### src/pkg/lpw_pkg.sv
// Constants, types and register map of the low-power mode and wake controller.
// Assumes a single 10 MHz bus clock domain and an AHB-Lite register port.
package lpw_pkg;

	// ****************************************
	// Timing
	// ****************************************
	localparam int LPW_CLK_NS = 100;
	localparam int LPW_REC_LONG_CYC = 4096;
	localparam int LPW_REC_SHORT_CYC = 32;
	localparam logic [11:0] LPW_REC_LONG_LOAD = 12'hfff;
	localparam logic [11:0] LPW_REC_SHORT_LOAD = 12'h01f;

	// ****************************************
	// Register map (byte addresses)
	// ****************************************
	localparam logic [7:0] LPW_CFG_OFS = 8'h00;
	localparam logic [7:0] LPW_CMD_OFS = 8'h04;
	localparam logic [7:0] LPW_STAT_OFS = 8'h08;
	localparam logic [7:0] LPW_VEC_OFS = 8'h0c;
	localparam logic [7:0] LPW_IRQEN_OFS = 8'h10;

	// Config field positions
	localparam int LPW_CFG_STOPEN = 0;
	localparam int LPW_CFG_OSCRUN = 1;
	localparam int LPW_CFG_SHORT_STOP_RECOVERY = 2;
	localparam int LPW_CFG_WDEN = 3;
	localparam int LPW_CFG_SMEN = 4;
	localparam int LPW_CFG_SMRST = 5;
	localparam int LPW_CFG_SMSTOP = 6;
	localparam int LPW_CFG_EXTMSK = 7;
	localparam int LPW_CFG_KBMSK = 8;
	localparam logic [8:0] LPW_CFG_RST = 9'h001;

	// Command bits
	localparam int LPW_CMD_WAIT = 0;
	localparam int LPW_CMD_STOP = 1;

	// ****************************************
	// Interrupt sources in priority order (index = bit of source vector)
	// ****************************************
	localparam int LPW_NSRC = 21;
	localparam int LPW_SRC_EXT = 0;
	localparam int LPW_SRC_BRK = 1;
	localparam int LPW_SRC_CGU = 2;
	localparam int LPW_SRC_T1OV = 3;
	localparam int LPW_SRC_T1C1 = 4;
	localparam int LPW_SRC_T1C0 = 5;
	localparam int LPW_SRC_T2OV = 6;
	localparam int LPW_SRC_T2C1 = 7;
	localparam int LPW_SRC_T2C0 = 8;
	localparam int LPW_SRC_SSTX = 9;
	localparam int LPW_SRC_SSRX = 10;
	localparam int LPW_SRC_ASTX = 11;
	localparam int LPW_SRC_ASRX = 12;
	localparam int LPW_SRC_ASER = 13;
	localparam int LPW_SRC_ADC = 14;
	localparam int LPW_SRC_TBM = 15;
	localparam int LPW_SRC_CNTX = 16;
	localparam int LPW_SRC_CNRX = 17;
	localparam int LPW_SRC_CNER = 18;
	localparam int LPW_SRC_CNWK = 19;
	localparam int LPW_SRC_KBD = 20;

	localparam logic [15:0] LPW_VEC_RESET = 16'hfffe;
	localparam logic [15:0] LPW_VEC_EXT = 16'hfffa;
	localparam logic [15:0] LPW_VEC_BRK = 16'hfffc;
	localparam logic [15:0] LPW_VEC_CGU = 16'hfff8;
	localparam logic [15:0] LPW_VEC_KBD = 16'hffe0;
	localparam logic [15:0] LPW_VEC_T1OV = 16'hfff2;
	localparam logic [15:0] LPW_VEC_T1C1 = 16'hfff4;
	localparam logic [15:0] LPW_VEC_T1C0 = 16'hfff6;
	localparam logic [15:0] LPW_VEC_T2OV = 16'hffec;
	localparam logic [15:0] LPW_VEC_T2C1 = 16'hffee;
	localparam logic [15:0] LPW_VEC_T2C0 = 16'hfff0;
	localparam logic [15:0] LPW_VEC_SSTX = 16'hffe8;
	localparam logic [15:0] LPW_VEC_SSRX = 16'hffea;
	localparam logic [15:0] LPW_VEC_ASTX = 16'hffe2;
	localparam logic [15:0] LPW_VEC_ASRX = 16'hffe4;
	localparam logic [15:0] LPW_VEC_ASER = 16'hffe6;
	localparam logic [15:0] LPW_VEC_ADC = 16'hffde;
	localparam logic [15:0] LPW_VEC_TBM = 16'hffdc;
	localparam logic [15:0] LPW_VEC_CNTX = 16'hffd4;
	localparam logic [15:0] LPW_VEC_CNRX = 16'hffd6;
	localparam logic [15:0] LPW_VEC_CNER = 16'hffd8;
	localparam logic [15:0] LPW_VEC_CNWK = 16'hffda;

	typedef enum logic [2:0]
	{
		LPW_RUN = 3'h0,
		LPW_WAIT = 3'h1,
		LPW_STOP = 3'h2,
		LPW_RECOVER = 3'h3,
		LPW_FETCH = 3'h4
	} lpw_state_t;

endpackage

### src/rtl/lpw_ctrl.sv
// Low-power mode and wake controller: wait/stop sequencing, clock gating,
// peripheral freeze, wake request and vector selection.
// Assumes one clock hclk, AHB-Lite slave with hsel, wake sources on same clock,
// external interrupt and keyboard pins asynchronous.
// Recovery counted in hclk cycles; no separate oscillator clock domain.
// Pending pin requests are cleared only by the CPU vector fetch.
//
// Function
// - Wait clears interrupt mask, gates CPU clock; mask set only on reset exit.
// - Stop clears interrupt mask, gates CPU clock; mask set only on reset exit.
// - CPU clock stays off after stop until oscillator settle delay ends.
// - Oscillator-run bit clear: stop kills oscillator, loop, forces clocks low.
// - Oscillator-run bit set: stop kills the loop, oscillator keeps running.
// - Watchdog counts in wait and resets on timeout when enabled.
// - Stop removes watchdog clock and clears its prescaler.
// - Stop-enable bit decides whether the stop command is honoured.
// - External pin interrupt active in both modes; unmasked request wakes.
// - Keyboard interrupt active in both modes; unmasked request wakes.
// - Enabled supply monitor stays active in wait, in stop only with its stop bit set; with resets enabled it resets out.
// - Break, serial, timer, CAN units frozen in stop, registers kept.
// - Sync serial resumes after interrupt exit; reset exit from stop aborts and resets it.
// - Timer counters freeze in stop and continue after interrupt exit.
// - Timebase runs in stop only with oscillator kept alive.
// - In wait, CPU cannot reach timebase or CAN registers.
// - Reset-type exits from wait fetch from the reset vector pair.
// - External pin, break, clock generator interrupts use their own vectors.
// - Keyboard and timer one sources use their own vectors.
// - Timer two overflow, channel 1, channel 0 use their own vectors.
// - Sync and async serial sources use their own vectors.
// - Converter, timebase and four CAN sources use their own vectors.
// - Bus clock off in stop unless oscillator-run bit set.
// - Stop exit holds clocks off 4096 oscillator cycles.
// - Short-recovery bit shortens stop exit delay to 32 cycles.
`timescale 1ns/1ps
module lpw_ctrl
	import lpw_pkg::*;
(
	input wire logic hclk,
	input wire logic hresetn,
	input wire logic hsel,
	input wire logic [31:0] haddr,
	input wire logic [1:0] htrans,
	input wire logic hwrite,
	input wire logic [2:0] hsize,
	input wire logic [31:0] hwdata,
	input wire logic hready,
	output logic [31:0] hrdata,
	output logic hreadyout,
	output logic hresp,
	input wire logic ext_pin_irq_n,
	input wire logic [7:0] kbd_pins_n,
	input wire logic [LPW_NSRC-1:0] periph_irq,
	input wire logic supply_low,
	input wire logic watchdog_timeout,
	input wire logic cpu_vector_ack,
	output logic interrupt_mask,
	output logic cpu_clock_en,
	output logic bus_clock_en,
	output logic oscillator_en,
	output logic pll_en,
	output logic crystal_clock_out,
	output logic generator_output_clock,
	output logic generator_internal_clock,
	output logic watchdog_clock_input,
	output logic watchdog_prescaler_clr,
	output logic watchdog_unit_reset_en,
	output logic freeze_stop_units,
	output logic timebase_unit_run,
	output logic sync_serial_reset,
	output logic wait_reg_block,
	output logic system_reset,
	output logic vector_valid,
	output logic [15:0] vector_addr
);

	// ****************************************
	// State
	// ****************************************
	typedef struct packed
	{
		lpw_state_t st;
		logic [8:0] cfg;
		logic imask;
		logic [11:0] rec_cnt;
		logic rec_by_reset;
		logic [15:0] vec;
		logic vec_valid;
		logic sys_rst;
		logic ss_rst;
		logic [2:0] ext_sync;
		logic [2:0] kbd_sync;
		logic ext_stable;
		logic kbd_stable;
		logic ext_pend;
		logic kbd_pend;
		logic dp_act;
		logic dp_wr;
		logic [7:0] dp_addr;
		logic [31:0] rdata;
		logic clkdiv;
	} lpw_regs_t;

	// Current and next copy of the whole state
	lpw_regs_t cur_ff;
	lpw_regs_t nxt_ff;

	// Vector lookup used by the wait and stop wake paths
	function automatic logic [15:0] lpw_vec_of(input logic [LPW_NSRC-1:0] src);
		logic [15:0] v;
		v = LPW_VEC_RESET;
		if (src[LPW_SRC_EXT]) v = LPW_VEC_EXT;
		else if (src[LPW_SRC_BRK]) v = LPW_VEC_BRK;
		else if (src[LPW_SRC_CGU]) v = LPW_VEC_CGU;
		else if (src[LPW_SRC_T1OV]) v = LPW_VEC_T1OV;
		else if (src[LPW_SRC_T1C1]) v = LPW_VEC_T1C1;
		else if (src[LPW_SRC_T1C0]) v = LPW_VEC_T1C0;
		else if (src[LPW_SRC_T2OV]) v = LPW_VEC_T2OV;
		else if (src[LPW_SRC_T2C1]) v = LPW_VEC_T2C1;
		else if (src[LPW_SRC_T2C0]) v = LPW_VEC_T2C0;
		else if (src[LPW_SRC_SSTX]) v = LPW_VEC_SSTX;
		else if (src[LPW_SRC_SSRX]) v = LPW_VEC_SSRX;
		else if (src[LPW_SRC_ASTX]) v = LPW_VEC_ASTX;
		else if (src[LPW_SRC_ASRX]) v = LPW_VEC_ASRX;
		else if (src[LPW_SRC_ASER]) v = LPW_VEC_ASER;
		else if (src[LPW_SRC_ADC]) v = LPW_VEC_ADC;
		else if (src[LPW_SRC_TBM]) v = LPW_VEC_TBM;
		else if (src[LPW_SRC_CNTX]) v = LPW_VEC_CNTX;
		else if (src[LPW_SRC_CNRX]) v = LPW_VEC_CNRX;
		else if (src[LPW_SRC_CNER]) v = LPW_VEC_CNER;
		else if (src[LPW_SRC_CNWK]) v = LPW_VEC_CNWK;
		else if (src[LPW_SRC_KBD]) v = LPW_VEC_KBD;
		return v;
	endfunction

	// Data-phase write hit on one register; shared by config and command paths
	function automatic logic lpw_wr_hit(input logic act, input logic wr, input logic [7:0] a,
		input logic [7:0] ofs);
		return act && wr && (a == ofs);
	endfunction

	// ****************************************
	// Combinational decode
	// ****************************************
	logic in_wait;
	logic in_stop;
	logic osc_run;
	logic [LPW_NSRC-1:0] wait_src;
	logic [LPW_NSRC-1:0] stop_src;
	logic reset_wake;
	logic ap_take;

	// Recovery counts as stop for gating and freeze
	assign in_wait = (cur_ff.st == LPW_WAIT);
	assign in_stop = (cur_ff.st == LPW_STOP) || (cur_ff.st == LPW_RECOVER);
	assign osc_run = cur_ff.cfg[LPW_CFG_OSCRUN];
	assign ap_take = hsel && hready && htrans[1];

	// Wake sources per mode; stop keeps only units that stay alive
	// Masked pins still latch pending; the mask only blocks the wake
	always_comb
	begin
		wait_src = periph_irq;
		wait_src[LPW_SRC_EXT] = cur_ff.ext_pend && !cur_ff.cfg[LPW_CFG_EXTMSK];
		wait_src[LPW_SRC_KBD] = cur_ff.kbd_pend && !cur_ff.cfg[LPW_CFG_KBMSK];
		stop_src = '0;
		stop_src[LPW_SRC_EXT] = wait_src[LPW_SRC_EXT];
		stop_src[LPW_SRC_KBD] = wait_src[LPW_SRC_KBD];
		stop_src[LPW_SRC_TBM] = periph_irq[LPW_SRC_TBM] && osc_run;
		stop_src[LPW_SRC_CNWK] = periph_irq[LPW_SRC_CNWK];
	end

	// Reset-class exits: watchdog only outside stop, monitor when enabled
	// Watchdog clock is removed in stop, so it cannot wake from there
	assign reset_wake = (watchdog_timeout && cur_ff.cfg[LPW_CFG_WDEN] && !in_stop)
		|| (supply_low && cur_ff.cfg[LPW_CFG_SMEN] && cur_ff.cfg[LPW_CFG_SMRST]
		&& (!in_stop || cur_ff.cfg[LPW_CFG_SMSTOP]));

	// ****************************************
	// Next state
	// ****************************************
	always_comb
	begin
		nxt_ff = cur_ff;
		// Reset pulses last one cycle
		nxt_ff.sys_rst = 1'b0;
		nxt_ff.ss_rst = 1'b0;
		nxt_ff.clkdiv = ~cur_ff.clkdiv;
		// Pins: three flops, edge only when last two agree
		// Keyboard pins are ANDed first, so any one pin falling while the rest are high raises the request
		nxt_ff.ext_sync = {cur_ff.ext_sync[1:0], ext_pin_irq_n};
		nxt_ff.kbd_sync = {cur_ff.kbd_sync[1:0], &kbd_pins_n};
		if (cur_ff.ext_sync[2] == cur_ff.ext_sync[1])
		begin
			nxt_ff.ext_stable = cur_ff.ext_sync[2];
		end
		if (cur_ff.kbd_sync[2] == cur_ff.kbd_sync[1])
		begin
			nxt_ff.kbd_stable = cur_ff.kbd_sync[2];
		end
		// Falling edge latches a pending request; set beats ack clear
		if (cur_ff.st == LPW_FETCH && cpu_vector_ack)
		begin
			nxt_ff.ext_pend = 1'b0;
			nxt_ff.kbd_pend = 1'b0;
			nxt_ff.vec_valid = 1'b0;
		end
		if (cur_ff.ext_stable && !nxt_ff.ext_stable)
		begin
			nxt_ff.ext_pend = 1'b1;
		end
		if (cur_ff.kbd_stable && !nxt_ff.kbd_stable)
		begin
			nxt_ff.kbd_pend = 1'b1;
		end

		// Bus data phase write
		// Address phase is captured every cycle; only dp_act qualifies it
		nxt_ff.dp_act = ap_take;
		nxt_ff.dp_wr = hwrite;
		nxt_ff.dp_addr = haddr[7:0];
		if (lpw_wr_hit(cur_ff.dp_act, cur_ff.dp_wr, cur_ff.dp_addr, LPW_CFG_OFS))
		begin
			nxt_ff.cfg = hwdata[8:0];
		end

		unique case (cur_ff.st)
			LPW_RUN:
			begin
				if (lpw_wr_hit(cur_ff.dp_act, cur_ff.dp_wr, cur_ff.dp_addr, LPW_CMD_OFS))
				begin
					// Stop disabled: the wait bit of the same write still acts
					if (hwdata[LPW_CMD_STOP] && cur_ff.cfg[LPW_CFG_STOPEN])
					begin
						nxt_ff.st = LPW_STOP;
						nxt_ff.imask = 1'b0;
					end
					else if (hwdata[LPW_CMD_WAIT])
					begin
						nxt_ff.st = LPW_WAIT;
						nxt_ff.imask = 1'b0;
					end
				end
			end
			LPW_WAIT:
			begin
				if (reset_wake)
				begin
					nxt_ff.sys_rst = 1'b1;
					nxt_ff.imask = 1'b1;
					nxt_ff.vec = LPW_VEC_RESET;
					nxt_ff.vec_valid = 1'b1;
					nxt_ff.st = LPW_FETCH;
				end
				else if (|wait_src)
				begin
					nxt_ff.vec = lpw_vec_of(wait_src);
					nxt_ff.vec_valid = 1'b1;
					nxt_ff.st = LPW_FETCH;
				end
			end
			LPW_STOP:
			begin
				// Reset beats interrupt so a reset exit never takes an interrupt vector
				if (reset_wake || |stop_src)
				begin
					nxt_ff.rec_by_reset = reset_wake;
					nxt_ff.vec = reset_wake ? LPW_VEC_RESET : lpw_vec_of(stop_src);
					nxt_ff.rec_cnt = cur_ff.cfg[LPW_CFG_SHORT_STOP_RECOVERY] ? LPW_REC_SHORT_LOAD
						: LPW_REC_LONG_LOAD;
					nxt_ff.st = LPW_RECOVER;
				end
			end
			LPW_RECOVER:
			begin
				// Clocks held off until settle count expires
				if (cur_ff.rec_cnt == '0)
				begin
					nxt_ff.vec_valid = 1'b1;
					nxt_ff.st = LPW_FETCH;
					if (cur_ff.rec_by_reset)
					begin
						nxt_ff.sys_rst = 1'b1;
						nxt_ff.ss_rst = 1'b1;
						nxt_ff.imask = 1'b1;
					end
				end
				else
				begin
					nxt_ff.rec_cnt = cur_ff.rec_cnt - 12'h001;
				end
			end
			LPW_FETCH:
			begin
				// Vector stands until the CPU has fetched it
				if (cpu_vector_ack)
				begin
					nxt_ff.st = LPW_RUN;
				end
			end
			default:
			begin
				nxt_ff.st = LPW_RUN;
			end
		endcase

		// Read data for next data phase
		// Status is sampled at the address phase, one cycle before it is seen
		nxt_ff.rdata = '0;
		if (ap_take && !hwrite)
		begin
			unique case (haddr[7:0])
				LPW_CFG_OFS: nxt_ff.rdata = {23'h000000, cur_ff.cfg};
				LPW_STAT_OFS: nxt_ff.rdata = {25'h0000000, cur_ff.kbd_pend,
					cur_ff.ext_pend, cur_ff.imask, 1'b0, cur_ff.st};
				LPW_VEC_OFS: nxt_ff.rdata = {15'h0000, cur_ff.vec_valid, cur_ff.vec};
				LPW_IRQEN_OFS: nxt_ff.rdata = {11'h000, periph_irq};
				default: nxt_ff.rdata = '0;
			endcase
		end
	end

	// ****************************************
	// Registers
	// ****************************************
	// One register for the whole state; reset loads constants only
	always_ff @(posedge hclk or negedge hresetn)
	begin
		if (!hresetn)
		begin
			cur_ff <= '{st: LPW_RUN, cfg: LPW_CFG_RST, imask: 1'b1, rec_cnt: 12'h000,
				rec_by_reset: 1'b0, vec: LPW_VEC_RESET, vec_valid: 1'b0, sys_rst: 1'b0,
				ss_rst: 1'b0, ext_sync: 3'h7, kbd_sync: 3'h7, ext_stable: 1'b1,
				kbd_stable: 1'b1, ext_pend: 1'b0, kbd_pend: 1'b0, dp_act: 1'b0,
				dp_wr: 1'b0, dp_addr: 8'h00, rdata: 32'h00000000, clkdiv: 1'b0};
		end
		else
		begin
			cur_ff <= nxt_ff;
		end
	end

	// ****************************************
	// Outputs
	// ****************************************
	// Zero-wait slave, always OKAY
	// No wait states: every register answers in the data phase
	assign hreadyout = 1'b1;
	assign hresp = 1'b0;
	assign hrdata = cur_ff.rdata;

	// Clock gating; full stop kills the oscillator and its derived clocks
	// Recovery keeps the stop gating, trading a slower restart for a clean one
	assign cpu_clock_en = (cur_ff.st == LPW_RUN) || (cur_ff.st == LPW_FETCH);
	assign bus_clock_en = !in_stop || osc_run;
	assign oscillator_en = !in_stop || osc_run;
	assign pll_en = !in_stop;
	assign crystal_clock_out = oscillator_en && cur_ff.clkdiv;
	assign generator_output_clock = pll_en && cur_ff.clkdiv;
	assign generator_internal_clock = pll_en && cur_ff.clkdiv;
	assign watchdog_clock_input = !in_stop;
	assign watchdog_prescaler_clr = in_stop;
	assign watchdog_unit_reset_en = cur_ff.cfg[LPW_CFG_WDEN] && !in_stop;
	assign freeze_stop_units = in_stop;
	assign timebase_unit_run = !in_stop || osc_run;
	assign sync_serial_reset = cur_ff.ss_rst;
	assign wait_reg_block = in_wait;
	assign system_reset = cur_ff.sys_rst;
	assign interrupt_mask = cur_ff.imask;
	assign vector_valid = cur_ff.vec_valid;
	assign vector_addr = cur_ff.vec;

endmodule

### config.mk
export PLATFORM = sky130hd
export DESIGN_NAME = lpw_ctrl
export DESIGN_NICKNAME = d
export VERILOG_FILES = /design/src/pkg/lpw_pkg.sv /design/src/rtl/lpw_ctrl.sv
export SDC_FILE = /design/constraint.sdc
export NUM_CORES = 1
export LEC_CHECK = 0
export BUFFER_PORTS_ARGS = -buffer_cell sky130_fd_sc_hd__buf_2
export CAP_MARGIN = 20
export CORE_MARGIN = 4
export CORE_UTILIZATION = 52
export CTS_CLUSTER_SIZE = 14
export DETAILED_ROUTE_END_ITERATION = 10
export PLACE_DENSITY_LB_ADDON = 0.25
export SETUP_SLACK_MARGIN = 0.15
export SLEW_MARGIN = 25
export SYNTH_ARGS = -nofsm -noshare
export SYNTH_HDL_FRONTEND = slang
export SYNTH_SLANG_ARGS = --single-unit
### constraint.sdc
create_clock -name hclk -period 4 [get_ports hclk]
set_clock_uncertainty 0.15 [all_clocks]
set_input_delay 0.4 -clock hclk [delete_from_list [all_inputs] [get_ports hclk]]
set_output_delay 0.4 -clock hclk [all_outputs]
set_load 0.02 [all_outputs]
Word-level counts from Yosys, hierarchy flattened
Index checks and enable logic that the tools add are counted.

storage, ports and cells
  register bits = 98
  input bits = 107
  word-level logic and storage cells = 151

operators by class
  multiplexer cells = 60
  reductions and logical operators = 50
  bitwise gates (word level) = 1
  eq/ne operators = 19
  $add $sub $neg = 1

operators by type and width
  operator                 number
  $mux W16                 14
  $pmux W21 S4             1
  $mux W6                  9
  $mux W17                 2
  $pmux W16 S2             1
  $mux W29                 1
  $mux W3                  9
  $mux W12                 2
  $pmux W12 S2             1
  $logic_and A1 B1 Y1      21
  $mux W21                 1
  $reduce_or A21 Y1        1
  $eq A8 B4 Y1 const B     2
  $logic_not A8 Y1         2
  $pmux W3 S5              1
  $mux W1                  13
  $logic_not A12 Y1        1
  $reduce_and A6 Y1        2
  $sub A12 B1 Y12 const B  1
  $eq A8 B3 Y1 const B     1
  $eq A8 B5 Y1 const B     1
  $ne A2 B2 Y1 const B     4
  $reduce_and A8 Y1        1
  $reduce_bool A2 Y1       4
  19 further kinds         35

Longest topological paths before layout
  depth after elaboration = 26
  gate-level depth with buffers = 9
  gate-level depth less buffers = 8

Least setup slack after synthesis
No wires, ideal clock.

  path kind = register -> register
  start point = register cur_ff[97] (netlist name)
  end point = register cur_ff, in the netlist vector_addr[14]
  path buffers = 1
  data required time = 3768 ps
  setup time = 82 ps
  slack = 1692 ps
  cell stages (with the launch flop) = 7
  arrival = 2076 ps
  cells stage by stage = dfrtp_1 buf_2 nand2b_1 a32o_1 or3_4 mux2_4 or2_1

on the way
  cells in the longest elaborated chain, start to end = 9
  elaborated cells on any way between the ends = 18
  classes of those cells = eq/ne (5); mux (4); reduce/logical (9)

RTL lines
  element                                            line                              RTL
  start, declared                                    lpw_ctrl.sv:104                   lpw_regs_t cur_ff;
  start signal, assigned                             lpw_ctrl.sv:330                   cur_ff <= '{st: LPW_RUN, cfg: LPW_CFG_RST, imask: 1'b1, rec_cnt: 12'h000,
  start signal, assigned                             lpw_ctrl.sv:338                   cur_ff <= nxt_ff;
  $eq A3 B2 Y1                                       lpw_ctrl.sv:154                   assign in_stop = (cur_ff.st == LPW_STOP) || (cur_ff.st == LPW_RECOVER);
  $logic_or A1 B1 Y1 (*)                             lpw_ctrl.sv:154
  $logic_not A1 Y1 (*)                               -
  net pll_en                                         lpw_ctrl.sv:60                    output logic pll_en,
  $logic_or A1 B1 Y1                                 lpw_ctrl.sv:176                   && (!in_stop || cur_ff.cfg[LPW_CFG_SMSTOP]));
  $logic_and A1 B1 Y1                                lpw_ctrl.sv:176
  $logic_or A1 B1 Y1 (*)                             lpw_ctrl.sv:175                   || (supply_low && cur_ff.cfg[LPW_CFG_SMEN] && cur_ff.cfg[LPW_CFG_SMRST]
  $mux W16 or $logic_or A1 B1 Y1 (tied branches)     lpw_ctrl.sv:267, lpw_ctrl.sv:264
  $mux W29 or $ne A2 B1 Y1 (tied branches)           -
  $pmux W16 S2 or $reduce_and A3 Y1 (tied branches)  -

Mark *: on every way through the listed nets, which the timed path passes. The rest lies on a longest branch. The select of a mux whose other input is x is not followed.
A chain may end at the register's enable or synchronous reset.

Final worst setup path
  start point = register cur_ff[96] (netlist name)
  end point = register cur_ff[82] (netlist name)

on the way
  cells in the longest elaborated chain, start to end = 9
  elaborated cells on any way between the ends = 14
  classes of those cells = eq/ne (4); mux (1); reduce/logical (9)

RTL lines
  element                             line                              RTL
  $eq A3 B2 Y1                        lpw_ctrl.sv:154, lpw_ctrl.sv:226
  $logic_or A1 B1 Y1                  lpw_ctrl.sv:154
  $logic_not A1 Y1                    lpw_ctrl.sv:174, lpw_ctrl.sv:176
  $logic_or A1 B1 Y1                  lpw_ctrl.sv:176
  $logic_and A1 B1 Y1                 lpw_ctrl.sv:176
  $logic_or A1 B1 Y1                  lpw_ctrl.sv:175
  $logic_or A1 B1 Y1                  lpw_ctrl.sv:264                   if (reset_wake || |stop_src)
  $ne A2 B1 Y1 (no source line)       -
  $reduce_and A3 Y1 (no source line)  -

Several ways; a longest one is shown, not always the timed one.

==> impl_results.md <==
* RSZ-0062 raised after global routing: false
* Top cell type by total area after synthesis: dfrtp_1
* Sequential power share at approximately 47%
* Clock buffer depth at 2
* DR pass1 iterations at 5
* Layout Cells excl Fill at 597
* Ranking of synthesized cells by area: dfrtp_1, dfstp_2, buf_4
* Asr flop ratio synth at 100%
* Clk network pwr share at roughly a third
* Pre-CTS WS at approximately 1.2 ns
* Rows at 31
* Placed instance area at about 0.0043 mm²
* TritonCTS buffer count at 9
* Cell Area, Synth at 0.00407 mm²
* Buffers on Ports at approximately 110
* Vias in the first global route at roughly 3100
* Post-synthesis adder-cell area fraction at 0.799%
* Count of cell types in the netlist at 64
* Fin crit share at around 71%
* Critical path arrival at about 3.0 ns
* Clock root cell: clkbuf_8
* Pwr Density at 434 mW/mm²
* TNS Setup at 0 ns
* Number of synthesized flops with an enable pin at 0
* Clock slew at reported path FFs at 0.09 ns
* Final ANT Viol Nets at 0
* GRT Total Usage at between 20 and 25%
* F_max at 352 MHz
* Final nets at roughly 600
* Setup CP Type: register to register
* Logic gate share of total power at roughly a fifth
* Pleak at 2.07 nW
* First-pass GRT wire length at ~16000 µm
* Min Tclk post-route at roughly 2.8 ns
* Area share of the largest cell type after synthesis at 37.5%
* Synth warn at 0
* Final WL at around 10000 µm
* Max Cap Viol at 0
* CTS Sinks at just under 80
* Worst hold path type: input pin to register
* 1st-iter DRT viols at about 220
* Worst skew pair latency at 0.35 ns
* Mux contribution to synthesized area at 3.38%
* Final Hold Violating Endpoints at 0
* Post-CTS sizing at 0
* Largest net degree at the start of global routing at between 70 and 80
* Outcome: finished, final reports clean
* Via Count at roughly 3400
* WP data required at roughly 4.1 ns
* Worst-path maximum fanout at 15
* Wire length per cell at between 15 and 20 µm
* Antenna violations before repair at 0
* Setup violations, final at 0
* Int Power at approximately 1.4 mW
* Full die area at ~0.0093 mm²
* NetSw at approximately 0.63 mW
* Synth cell count leaders: dfrtp_1, buf_4, nor2_1, nand2_1, a21oi_1
* Simple-gate share of the synthesized area at 19.9%
* Chip width at between 90 and 100 µm
* Final Power at 2.01 mW
* TritonCTS clock tree: yes
* Ports at 174
* DR vias/cell at 5.73
* Layout cells sized above 1 at ~33%
* Mapped Avg Cell Area at 9.64 µm²
* Yosys reg bits at 77
* Setup crit end kind: register
* Sw frac at about a third
* H-tree Lvls at 3
* Cell count after synthesis at 422
* DP Cell Count at 576
* Antenna diodes at 0
* Final Instance Area at roughly 0.0046 mm²
* GRT overflow at 0
* P&R area growth vs syn at 13.6%
* Max VDD drop at 254 µV
* Most common cell in the netlist: dfrtp_1
* Fin. max-slew vios at 0
* Placer Congestion at ~0.9
* DRC at 0
* DP HPWL at between 7000 and 8000 µm
* Post-synthesis sequential area ratio at between 40% and 50%
* Worst rel slew slack at 45.2%
* XOR/XNOR Fraction of Synth Area at 0%
* Compound-Gate Fraction of Synth Area at between 15 and 20%
* Die height at 96.5 µm
* Core Area at around 0.0074 mm²
* Worst Tran Pin Value at 0.820 ns
* Setup WS post-layout at about 1.2 ns
* Top_reg_cell synth: dfrtp_1
* Crit start category: register
* Largest family of logic cells by synthesized area: simple AND/OR/NAND/NOR gates
* Initial Utilization at a little over half
* R2r setup slk at ~1.2 ns
-- stage by stage --
step | util (%) | hold slack [ns]
3_5_place_dp | 58.3 | 0.198
6_report | 62.1 | 0.0202
4_1_cts | 61.4 | 0.00417
3_3_place_gp | 58.3 | 0.196
2_1_floorplan | - | -0.0456
5_1_grt | 62.1 | 0.00779
-- critical path: stages, from the launching register on --
cell and delay, ns:
dfrtp_1 0.62, or3b_1 0.41, a32o_1 0.28, o21ai_0 0.60
and2_1 0.42, o21ai_0 0.15, o21ai_0 0.10
-- per-layer routing --
layer	wire (µm)	up-vias	global-route usage [%]
met3	749	20	3.80
met4	242	0	9.00
li1	-	1595	-
met2	4910	150	34.8
met1	4550	1657	32.6
met5	0	-	0
-- worst paths after layout --
path                       cells past startpoint       start          to
setup / recovery                               6  cur_ff[96]  cur_ff[82]
hold / removal                                 1    haddr[1]  cur_ff[34]
setup reg to reg                               6  cur_ff[96]  cur_ff[82]
hold reg to reg                                0  cur_ff[50]  cur_ff[51]
max in group asynchronous                      2     hresetn  cur_ff[39]
min in group asynchronous                      2     hresetn   cur_ff[0]
-- final cells by class --
cell class	count	area, µm²
clock buffer	9	124
clock inverter	7	98.8
fill	666	2820
inverter	7	26.3
multi-input combinational	282	1680
sequential	77	1950
tap	99	124
timing repair buffer	116	619
-- state kept, by name, indices dropped and copies added (netlist names) --
name               flops
vector_valid           1
cur_ff                46
sync_serial_reset      1
vector_addr            6
interrupt_mask         1
hrdata                21
system_reset           1
-- layout by cell type, fill, tap and decap left out, types with 2 or more instances in the layout --
cell             n
buf_2          107
dfrtp_1         61
nor2_1          43
nand2_1         33
a21oi_1         32
o21ai_0         25
dfstp_2         16
conb_1          14
nor3_1          13
mux2_2          10
nor4_1          10
nand3_1          9
clkbuf_8         9
inv_1            7
and2_1           7
and3_1           7
a222oi_1         6
a31oi_1          5
dlygate4sd3_1    5
nand2b_1         4
a22oi_1          4
o31a_1           3
or3_1            3
nand4_1          3
nor2b_1          3
buf_4            3
a2111oi_0        2
o2111ai_1        2
nor3b_1          2
a22o_1           2
or4_1            2
or2_2            2
nor4b_2          2
maj3_1           2
o211ai_1         2
bufinv_16        2
clkinv_4         2
-- power groups by stage --
stage / registers, mW / clock network (mW) / logic [mW]
floorplan: 0.913 / 0 / 0.314
global placement: 0.948 / 0 / 0.394
detailed placement: 0.952 / 0 / 0.403
CTS: 0.938 / 0.670 / 0.405
global route: 0.953 / 0.708 / 0.455
finish: 0.940 / 0.658 / 0.409
-- cells by family (layout without fill, tap and decap cells) --
family                     count (synthesis)  in the layout
other                                      2             14
DFF                                       77             77
adders and majority gates                  3              3
AOI/OAI and AO/OA                         99             99
buffers and inverters                     75            139
and+or+nand+nor                          154            154
muxes                                     12             12
-- what timing repair did --
action / 4_1_cts / 5_1_grt
endpoints found under the hold margin: 1 / 55
hold buffers: 1 / 4
setup buffers: 0 / 0
Power figures use the tool's default switching activity.
